$ cat src/shared/power_mode_pkg.sv
// Constants, register map and encodings for the operating mode and wake-up controller
package power_mode_pkg;
   localparam int          CLK_HZ            = 10_000_000;
   localparam int          POR_DELAY_MS      = 100;
   localparam int          POR_DELAY_CYCLES  = POR_DELAY_MS * (CLK_HZ / 1000);
   localparam int          POR_CNT_W         = 20;
   localparam logic [7:0]  SST_SHORT_TICKS   = 8'h02;
   localparam logic [7:0]  SST_LONG_TICKS    = 8'h80;
   localparam int          INT_COUNT         = 4;

   // Register byte offsets
   localparam logic [3:0]  CONTROL_OFS       = 4'h0;
   localparam logic [3:0]  STATUS_OFS        = 4'h4;
   localparam logic [3:0]  WAKE_ENABLE_OFS   = 4'h8;
   localparam logic [3:0]  WAKE_CAUSE_OFS    = 4'hC;

   // Field positions
   localparam int          CTRL_SLOW_SEL_BIT = 0;
   localparam int          CTRL_LOW_PWR_BIT  = 1;
   localparam int          STAT_PDF_BIT      = 0;
   localparam int          STAT_TO_BIT       = 1;
   localparam int          STAT_MODE_LSB     = 2;
   localparam int          STAT_LXT_BIT      = 5;
   localparam int          CAUSE_RESET_BIT   = 0;
   localparam int          CAUSE_PORT_BIT    = 1;
   localparam int          CAUSE_INT_BIT     = 2;
   localparam int          CAUSE_WDT_BIT     = 3;

   // Reset values
   localparam logic        SLOW_SEL_RST      = 1'b0;
   localparam logic        LOW_PWR_RST       = 1'b0;
   localparam logic [7:0]  WAKE_ENABLE_RST   = 8'h00;
   localparam logic [3:0]  WAKE_CAUSE_RST    = 4'h0;

   // Oscillator configuration option codes
   localparam logic [1:0]  CFG_FAST_XTAL     = 2'h0;
   localparam logic [1:0]  CFG_EXT_RC        = 2'h1;
   localparam logic [1:0]  CFG_FAST_RC       = 2'h2;
   localparam logic [1:0]  CFG_FAST_RC_LXT   = 2'h3;

   // Watchdog clock source option codes
   localparam logic [1:0]  WDT_SRC_SLOW_RC   = 2'h0;
   localparam logic [1:0]  WDT_SRC_LXT       = 2'h1;
   localparam logic [1:0]  WDT_SRC_SYS       = 2'h2;

   // Reported operating mode
   localparam logic [2:0]  MODE_NORMAL       = 3'h0;
   localparam logic [2:0]  MODE_SLOW         = 3'h1;
   localparam logic [2:0]  MODE_IDLE         = 3'h2;
   localparam logic [2:0]  MODE_SLEEP        = 3'h3;
   localparam logic [2:0]  MODE_STARTUP      = 3'h4;

   typedef enum logic [2:0] {ST_RUN, ST_IDLE, ST_SLEEP, ST_POR_WAIT, ST_SST_WAIT} pm_state_e;
endpackage

$ cat src/design/operating_mode_ctrl.sv
// Operating mode, halt, wake-up and start-up delay control with Avalon-MM register slave
`timescale 1ns/10ps
module operating_mode_ctrl
   import power_mode_pkg::*;
#(
   parameter int POR_DELAY = POR_DELAY_CYCLES
) (
   input  wire logic                 clk_i,
   input  wire logic                 sys_rst_i,
   input  wire logic [3:0]           address_i,
   input  wire logic                 read_i,
   input  wire logic                 write_i,
   input  wire logic [31:0]          writedata_i,
   input  wire logic [3:0]           byteenable_i,
   output logic                      waitrequest_o,
   output logic      [31:0]          readdata_o,
   input  wire logic [1:0]           osc_cfg_i,
   input  wire logic [1:0]           wdt_src_i,
   input  wire logic                 halt_i,
   input  wire logic                 clr_wdt_i,
   input  wire logic                 ext_reset_i,
   input  wire logic                 wdt_overflow_i,
   input  wire logic [7:0]           port_a_i,
   input  wire logic [INT_COUNT-1:0] int_req_i,
   input  wire logic                 int_enable_i,
   input  wire logic                 stack_full_i,
   input  wire logic                 sys_clk_tick_i,
   output logic                      fast_rc_run_o,
   output logic                      fast_osc_run_o,
   output logic                      slow_crystal_run_o,
   output logic                      slow_crystal_low_power_o,
   output logic                      sys_clk_slow_o,
   output logic                      cpu_run_o,
   output logic                      hold_state_o,
   output logic [2:0]                mode_o,
   output logic                      wdt_clear_o,
   output logic                      wdt_count_en_o,
   output logic                      full_reset_o,
   output logic                      wdt_reset_o,
   output logic                      int_respond_o
);
   pm_state_e              state;
   pm_state_e              next_state;
   logic [1:0]             osc_cfg;
   logic [1:0]             wdt_src;
   logic                   cfg_taken;
   logic                   sys_clk_slow_select;
   logic                   slow_crystal_low_power;
   logic [7:0]             port_a_wake_enable;
   logic [3:0]             wake_cause;
   logic                   power_down_flag;
   logic                   watchdog_expired_flag;
   logic [7:0]             port_prev;
   logic [INT_COUNT-1:0]   int_prev;
   logic [INT_COUNT-1:0]   int_armed;
   logic [POR_CNT_W-1:0]   por_cnt;
   logic [7:0]             tick_cnt;
   logic                   sst_long;
   logic                   int_service;

   // Bus decode
   wire bus_req     = read_i | write_i;
   wire bus_fire    = bus_req & ~waitrequest_o;
   wire wr_lane0    = write_i & bus_fire & byteenable_i[0];
   wire wr_control  = wr_lane0 & (address_i == CONTROL_OFS);
   wire wr_wake_en  = wr_lane0 & (address_i == WAKE_ENABLE_OFS);

   // Clock configuration
   wire lxt_fitted   = (osc_cfg == CFG_FAST_RC_LXT);
   wire slow_active  = lxt_fitted & sys_clk_slow_select;
   wire crystal_clk  = (osc_cfg == CFG_FAST_XTAL) | slow_active;
   wire rc_fast_cfg  = (osc_cfg == CFG_FAST_RC) | lxt_fitted;
   wire halted       = (state == ST_IDLE) | (state == ST_SLEEP);
   wire running      = (state == ST_RUN);
   wire halt_now     = running & halt_i & ~ext_reset_i;

   // Wake sources
   wire [7:0]           port_fall = port_prev & ~port_a_i & port_a_wake_enable;
   wire [INT_COUNT-1:0] int_rise  = int_req_i & ~int_prev;
   wire port_wake  = |port_fall;
   wire int_wake   = |(int_rise & int_armed);
   wire any_wake   = port_wake | int_wake | wdt_overflow_i;

   // Start-up delay
   wire [7:0] sst_target = sst_long ? SST_LONG_TICKS : SST_SHORT_TICKS;
   wire por_done  = (por_cnt == POR_CNT_W'(POR_DELAY - 1));
   wire sst_done  = sys_clk_tick_i & (tick_cnt == sst_target - 8'h01);

   always_comb begin
      next_state = state;
      case (state)
         ST_RUN: begin
            if (halt_i)
               next_state = lxt_fitted ? ST_IDLE : ST_SLEEP;
         end
         ST_IDLE,
         ST_SLEEP: begin
            if (any_wake)
               next_state = ST_SST_WAIT;
         end
         ST_POR_WAIT: begin
            if (por_done)
               next_state = ST_SST_WAIT;
         end
         ST_SST_WAIT: begin
            if (sst_done)
               next_state = ST_RUN;
         end
         default: next_state = ST_RUN;
      endcase
      if (ext_reset_i)
         next_state = ST_POR_WAIT;
   end

   wire entering_sst = (next_state == ST_SST_WAIT) & (state != ST_SST_WAIT);
   wire leaving_sst  = (state == ST_SST_WAIT) & (next_state == ST_RUN);

   // Mode is registered from the next state so it moves with hold_state_o and cpu_run_o
   wire [2:0] next_mode = (next_state == ST_RUN) ? (slow_active ? MODE_SLOW : MODE_NORMAL) :
                          (next_state == ST_IDLE)  ? MODE_IDLE :
                          (next_state == ST_SLEEP) ? MODE_SLEEP : MODE_STARTUP;

   wire [31:0] rd_mux =
      (address_i == CONTROL_OFS)     ? {30'h0000_0000, slow_crystal_low_power,
                                        sys_clk_slow_select} :
      (address_i == STATUS_OFS)      ? {26'h000_0000, lxt_fitted, mode_o,
                                        watchdog_expired_flag, power_down_flag} :
      (address_i == WAKE_ENABLE_OFS) ? {24'h00_0000, port_a_wake_enable} :
      (address_i == WAKE_CAUSE_OFS)  ? {28'h000_0000, wake_cause} :
                                       32'h0000_0000;

   wire [3:0] next_cause = {wdt_overflow_i, int_wake, port_wake, 1'b0};

   always_ff @(posedge clk_i or posedge sys_rst_i) begin
      if (sys_rst_i) begin
         state <= ST_RUN;
      end else begin
         state <= next_state;
      end
   end

   // Configuration options are captured once after reset release
   always_ff @(posedge clk_i or posedge sys_rst_i) begin
      if (sys_rst_i) begin
         cfg_taken <= 1'b0;
         osc_cfg   <= CFG_FAST_RC;
         wdt_src   <= WDT_SRC_SLOW_RC;
      end else if (!cfg_taken) begin
         cfg_taken <= 1'b1;
         osc_cfg   <= osc_cfg_i;
         wdt_src   <= wdt_src_i;
      end
   end

   always_ff @(posedge clk_i or posedge sys_rst_i) begin
      if (sys_rst_i) begin
         waitrequest_o <= 1'b1;
         readdata_o    <= 32'h0000_0000;
      end else begin
         waitrequest_o <= ~(bus_req & waitrequest_o);
         if (read_i & waitrequest_o)
            readdata_o <= rd_mux;
      end
   end

   // Software registers; halted CPU cannot write, so they hold while halted, except that ext_reset_i clears sys_clk_slow_select
   always_ff @(posedge clk_i or posedge sys_rst_i) begin
      if (sys_rst_i) begin
         sys_clk_slow_select    <= SLOW_SEL_RST;
         slow_crystal_low_power <= LOW_PWR_RST;
         port_a_wake_enable     <= WAKE_ENABLE_RST;
      end else begin
         if (ext_reset_i)
            sys_clk_slow_select <= SLOW_SEL_RST;
         else if (wr_control)
            sys_clk_slow_select <= writedata_i[CTRL_SLOW_SEL_BIT];
         if (wr_control)
            slow_crystal_low_power <= writedata_i[CTRL_LOW_PWR_BIT];
         if (wr_wake_en)
            port_a_wake_enable <= writedata_i[7:0];
      end
   end

   // Status flags: hardware set wins over a clear in the same cycle
   always_ff @(posedge clk_i or posedge sys_rst_i) begin
      if (sys_rst_i) begin
         power_down_flag       <= 1'b0;
         watchdog_expired_flag <= 1'b0;
      end else begin
         if (halt_now)
            power_down_flag <= 1'b1;
         else if (clr_wdt_i)
            power_down_flag <= 1'b0;
         if (wdt_overflow_i)
            watchdog_expired_flag <= 1'b1;
         else if (halt_now)
            watchdog_expired_flag <= 1'b0;
      end
   end

   always_ff @(posedge clk_i or posedge sys_rst_i) begin
      if (sys_rst_i) begin
         port_prev <= 8'hFF;
         int_prev  <= '0;
         int_armed <= '0;
      end else begin
         port_prev <= port_a_i;
         int_prev  <= int_req_i;
         if (halt_now)
            int_armed <= ~int_req_i;
      end
   end

   always_ff @(posedge clk_i or posedge sys_rst_i) begin
      if (sys_rst_i) begin
         por_cnt    <= '0;
         tick_cnt   <= 8'h00;
         sst_long   <= 1'b1;
         wake_cause <= WAKE_CAUSE_RST;
      end else begin
         por_cnt  <= (state == ST_POR_WAIT && !ext_reset_i) ? por_cnt + 1'b1 : '0;
         if (state != ST_SST_WAIT)
            tick_cnt <= 8'h00;
         else if (sys_clk_tick_i)
            tick_cnt <= tick_cnt + 8'h01;
         if (entering_sst)
            sst_long <= (state == ST_POR_WAIT) | crystal_clk;
         if (ext_reset_i)
            wake_cause <= 4'h1 << CAUSE_RESET_BIT;
         else if (halted && any_wake)
            wake_cause <= next_cause;
      end
   end

   // Interrupt wake: serviced on resume only when enabled with stack room
   always_ff @(posedge clk_i or posedge sys_rst_i) begin
      if (sys_rst_i) begin
         int_service   <= 1'b0;
         int_respond_o <= 1'b0;
      end else begin
         if (ext_reset_i)
            int_service <= 1'b0;
         else if (halted && int_wake)
            int_service <= int_enable_i & ~stack_full_i;
         else if (leaving_sst)
            int_service <= 1'b0;
         int_respond_o <= leaving_sst & int_service;
      end
   end

   always_ff @(posedge clk_i or posedge sys_rst_i) begin
      if (sys_rst_i) begin
         fast_rc_run_o            <= 1'b1;
         fast_osc_run_o           <= 1'b0;
         slow_crystal_run_o       <= 1'b0;
         slow_crystal_low_power_o <= LOW_PWR_RST;
         sys_clk_slow_o           <= 1'b0;
         cpu_run_o                <= 1'b0;
         hold_state_o             <= 1'b0;
         mode_o                   <= MODE_STARTUP;
         wdt_clear_o              <= 1'b0;
         wdt_count_en_o           <= 1'b0;
         full_reset_o             <= 1'b0;
         wdt_reset_o              <= 1'b0;
      end else begin
         fast_rc_run_o            <= rc_fast_cfg & ~halted & ~slow_active;
         fast_osc_run_o           <= ~rc_fast_cfg & ~halted;
         slow_crystal_run_o       <= lxt_fitted;
         slow_crystal_low_power_o <= slow_crystal_low_power;
         sys_clk_slow_o           <= slow_active;
         cpu_run_o                <= (next_state == ST_RUN);
         hold_state_o             <= (next_state == ST_IDLE) | (next_state == ST_SLEEP);
         mode_o                   <= next_mode;
         wdt_clear_o              <= halt_now | clr_wdt_i | ext_reset_i;
         wdt_count_en_o           <= ~(halted & (wdt_src == WDT_SRC_SYS));
         full_reset_o             <= ext_reset_i;
         wdt_reset_o              <= wdt_overflow_i & ~ext_reset_i;
      end
   end
endmodule // operating_mode_ctrl

$ cat config.mk
export PLATFORM = sky130hd
export DESIGN_NAME = operating_mode_ctrl
export DESIGN_NICKNAME = d
export VERILOG_FILES = /design/src/shared/power_mode_pkg.sv /design/src/design/operating_mode_ctrl.sv
export SDC_FILE = /design/constraint.sdc
export NUM_CORES = 1
export LEC_CHECK = 0
export ABC_AREA = 1
export BUFFER_PORTS_ARGS = -buffer_cell sky130_fd_sc_hd__buf_2
export CORE_MARGIN = 5
export CORE_UTILIZATION = 59
export CTS_BUF_LIST = sky130_fd_sc_hd__clkbuf_4
export DETAILED_ROUTE_END_ITERATION = 12
export PLACE_DENSITY = 0.88
export RECOVER_POWER = 50
export SKIP_LAST_GASP = 1
export SYNTH_ARGS = -nofsm -noshare
export SYNTH_HDL_FRONTEND = slang
export SYNTH_SLANG_ARGS = --single-unit
$ cat constraint.sdc
create_clock -name clk_i -period 4.4 [get_ports clk_i]
set_clock_uncertainty 0.1 [all_clocks]
set_input_delay 0.22 -clock clk_i [delete_from_list [all_inputs] [get_ports clk_i]]
set_output_delay 0.22 -clock clk_i [all_outputs]
set_load 0.01 [all_outputs]
Yosys cells after proc, flatten, opt, wreduce, memory -nomap -nowiden
Cells that the tools add are included.
{ "totals": {"out_inout_bits": 48, "reg_bits": 118, "in_bits": 67, "word_cells": 143} }
{ "op_classes": {"n_reduce_logical": 17, "add_sub_neg": 3, "bitwise_logic": 45, "eq_ne": 16, "muxes": 30} }
{ "ops": {"columns": ["op", "n"], "rows": [
  ["$mux W8", 6],
  ["$mux W3", 8],
  ["$add A20 B1 Y20 const B", 1],
  ["$and A1 B1 Y1", 20],
  ["$eq A20 B20 Y1 const B", 1],
  ["$mux W20", 1],
  ["$and A8 B8 Y8", 2],
  ["$mux W4", 3],
  ["$pmux W3 S4", 1],
  ["$mux W1", 10],
  ["$or A1 B1 Y1", 10],
  ["$reduce_bool A2 Y1", 5],
  ["$eq A3 B2 Y1 const B", 3],
  ["$add A8 B1 Y8 const B", 1],
  ["$and A4 B4 Y4", 2],
  ["$eq A4 B4 Y1 const B", 2],
  ["$eq A8 B8 Y1", 1],
  ["$not A1 Y1", 8],
  ["$not A4 Y4", 2],
  ["$not A8 Y8", 1],
  ["$reduce_or A8 Y1", 1],
  ["$sub A8 B1 Y8 const B", 1],
  ["$eq A2 B2 Y1 const B", 3],
  ["$eq A3 B1 Y1 const B", 2],
  ["other kinds (12)", 16]
]} }

Longest topological paths before layout
{ "depth": {"ltp_word": 14, "depth_mapped": 13, "ltp_nobuf": 13} }

Worst setup path before layout
OpenSTA, ideal clock, no wires.
{ "synth_path": {"kind": "register to register", "start": "register por_cnt[0]", "end": "register int_service", "required_time_ns": 4.183, "n_path_buf": 0, "path_stages_with_launch": 11, "arrival_time_ns": 1.466, "period_less_slack_ns": 1.682, "setup_time_ns": 0.117, "setup_slack_ns": 2.718, "path_cell_list": "dfrtp_1 > ha_1 > inv_1 > nor3_4 > nand3_2 > a21oi_4 > nand3_4 > nor2_1 > nand3_1 > nand2_1 > nand2_1"} }
{ "synth_via": {"elab_chain_cells": 7} }
{ "synth_lines": {"columns": ["element", "line", "rtl"], "rows": [
  ["start: declaration", "operating_mode_ctrl.sv:56", "logic [POR_CNT_W-1:0] por_cnt;"],
  ["start signal: assignment", "operating_mode_ctrl.sv:221", "por_cnt <= (state == ST_POR_WAIT && !ext_reset_i) ? por_cnt + 1'b1 : '0;"],
  ["$eq A20 B20 Y1", "operating_mode_ctrl.sv:86", "wire por_done = (por_cnt == POR_CNT_W'(POR_DELAY - 1));"],
  ["$mux W3", "operating_mode_ctrl.sv:102", "if (por_done)"],
  ["$pmux W3 S4", "operating_mode_ctrl.sv:91", "case (state)"],
  ["$mux W3", "operating_mode_ctrl.sv:111", "if (ext_reset_i)"],
  ["via next_state[1]", "operating_mode_ctrl.sv:43", "pm_state_e next_state;"],
  ["$logic_not A3 Y1", "operating_mode_ctrl.sv:116", "wire leaving_sst = (state == ST_SST_WAIT) & (next_state == ST_RUN);"],
  ["$and A1 B1 Y1", "operating_mode_ctrl.sv:116", null],
  ["$reduce_bool A3 Y1 (no source line)", null, null],
  ["end signal: assignment", "operating_mode_ctrl.sv:244", "int_service <= int_enable_i & ~stack_full_i;"],
  ["end: declaration", "operating_mode_ctrl.sv:59", "logic int_service;"]
]} }
The timed path passes the listed nets, and every way through them passes these cells.
A chain may end at the register's enable or synchronous reset.

==> results.md <==
* Run status: complete, but fails checks
* Failing checks: capacitance limit, slew limit
* TritonCTS clock tree: done
* Layout cells sized above 1 at 0.138
* Initial antenna violation count at 0
* WP data arrival at 2.99 ns
* Crit Path Category: input port to async pin
* Worst-path clk slew at 0.15 ns
* Hold crit path type: input port to flip-flop
* Seq/Total Area, Yosys at 0.543
* Vias in the first global route at 3,600
* Yosys reg bits at 94
* H-tree Lvls at 3
* Area after DPL at 4700 um^2
* Total CTS buffers at 9
* Congestion Overflow GR at 0
* RSZ-0062 raised after global routing: false
* Num rows at 31
* Port Buf Inserts at 63
* Die ar. at 9210 um^2
* Count of cell types in the netlist at 38
* Drt drc at 0
* Final critical-path required period at approximately 2.5 ns
* Largest area contributor in the netlist: dfrtp_1
* Fin nets at 671
* Req. time, crit path at 4.90 ns
* Post-synth EDFFs at 0
* Most common cell in the netlist: nand2_1
* Minimum hold slack at ~0.011 ns
* PD cells at between 300 and 400 nW/um^2
* Clock sink total at 94
* DR iter-0 viols at ~240
* Rel. slew slack at -0.757
* Most used DFF post-synth: dfrtp_1
* Area growth syn-to-layout at 18.2%
* Ys async rst share at 1.00
* Clk Latency, worst-skew pair at 0.45 ns
* Clock root cell: clkbuf_4
* Syn. warnings at 0
* IO Count at roughly 120
* Finish-stage setup viols at 0
* Placed wire-length estimate at 6650 um
* Max clock buf depth at 2
* Pin count of the biggest net entering global routing at 64
* WL/cell at 14.0 um
* Max Freq at ~400 MHz
* WL final at between 9000 and 10,000 um
* Diode count at 0
* Iteration count of the initial detailed-routing pass at 5
* Post-synthesis average cell area at between 8 and 9 um^2
* Final slew viol count at 64
* Synth top cells by count: nand2_1, dfrtp_1, inv_1, nor2_1, o21ai_0
* Hold Fails Final Rpt at 0
* Largest cells by area after synthesis: dfrtp_1, nand2_1, dfstp_2
* Post-cts resize count at 0
* Tightest Pin Transition at 2.62 ns
* Post-Layout Inst Area at 5150 um^2
* Startpoint types: input port
* Syn Std Cell Area at 4360 um^2
* Setup TNS at 0 ns
* Total track usage at 0.227
* Worst vdd ir at around 0.24 mV
* Post-DRT Antenna Nets at 0
* First-pass GRT wire length at 16,100 um
* Top cell type's share of synthesized area at 0.465
* Die H at 96.0 um
* CP max FO at 63
* Multi-input gate area at 1630 um^2
* Crit end category: async pin
* Via/cell ratio at 5.22
* DR vias at 3,685
* Die width at 96.0 um
* Starting Density at 0.605
* Crit share post-route at 0.567
* Max Cap Violations at 1
* CORE AREA at 7210 um^2
* Leakage at 2.52 nW
* Gpl congestion at 0.869
* FF+latch area at roughly 2400 um^2
* Syn Inst Count at around 500
* Fillers at between 500 and 600
-- per-stage QoR --
| step | setup slack, ns | power [mW] | cells | util |
|---|---|---|---|---|
| floorplan | 1.65 | 1.37 | 521 | - |
| global placement | 2.46 | 1.46 | 656 | 0.651 |
| detailed placement | 2.37 | 1.49 | 656 | 0.651 |
| CTS | 2.33 | 2.03 | 706 | 0.721 |
| global route | 1.50 | 2.14 | 706 | 0.715 |
| finish | 1.91 | 2.02 | 706 | 0.715 |
-- layer usage --
layer	up-vias	part of all wire	GRT usage
met5	-	0	0
met4	0	0.031	0.110
met3	31	0.063	0.0407
met2	147	0.50	0.395
met1	1755	0.40	0.271
li1	1752	-	-
-- logic make-up (layout without fill, tap and decap cells) --
family	after synthesis	in the layout	share of synthesized area
simple gates	216	216	0.225
flops	94	94	0.543
buf+inv	94	180	0.102
compound gates	79	79	0.0955
mux	8	8	0.0207
xor+xnor	3	3	0.00603
fa+ha+maj	2	2	0.00574
other cells	2	25	0.00172
-- worst max-delay path, cell delays in order --
cell,delay [ns]
dlygate4sd3_1,0.54
buf_2,0.13
clkinvlp_2,1.48
buf_4,0.59
-- state kept, by name (all words and copies together) (netlist names), 2 cells and up --
name,count
por_cnt,20
port_a_wake_enable,8
port_prev,8
readdata_o,8
tick_cnt,8
int_armed,4
int_prev,4
wake_cause,4
mode_o,3
state,3
osc_cfg,2
wdt_src,2
-- cell type report --
| type | instances | area share |
|---|---|---|
| flip-flops and latches | 94 | 0.459 |
| multi-input cells | 333 | 0.316 |
| repair buffers | 98 | 0.121 |
| inverters | 66 | 0.0483 |
| well taps | 99 | 0.0240 |
| clock inverters | 6 | 0.0170 |
| clock buffers | 10 | 0.0146 |
-- layout by cell type (no fill, tap or decap), drive strengths merged, types with 2 or more instances in the layout --
cell         count
clkinv           5
nand2           99
inv             64
dlygate4sd3     34
conb            25
ha               2
dfrtp           81
o21ai           39
a21oi           35
nand4            3
buf             31
nor3            11
dfstp           13
nand3           32
nor2            68
clkbuf          43
mux2             8
bufinv           2
xor2             2
-- report_power, final --
group          internal (mW)  switching, mW  total (mW)  leakage (nW)
clock network          0.237          0.288       0.526        0.0903
logic                  0.161          0.306       0.468          1.23
registers              0.972         0.0558        1.03          1.20
total                   1.37          0.651        2.02          2.52
-- path summary, 6_finish.rpt --
check | startpoint | depth (start not counted) | slack [ns] | end
setup reg to reg | state[2] | 6 | 2.35 | por_cnt[16]
setup / recovery | sys_rst_i | 4 | 1.91 | por_cnt[8]
hold reg to reg | slow_crystal_low_power | 0 | 0.33 | slow_crystal_low_power_o
max in group clk_i | state[2] | 6 | 2.35 | por_cnt[16]
min in group asynchronous | sys_rst_i | 3 | 0.96 | port_a_wake_enable[2]
hold / removal | address_i[0] | 4 | 0.01 | readdata_o[7]
-- repair_timing --
action / CTS / global route
buffers inserted: 0 / 0
endpoints found under the hold margin: 88 / 0
hold buffers: 34 / 0
(Power assumes the default switching activity.)
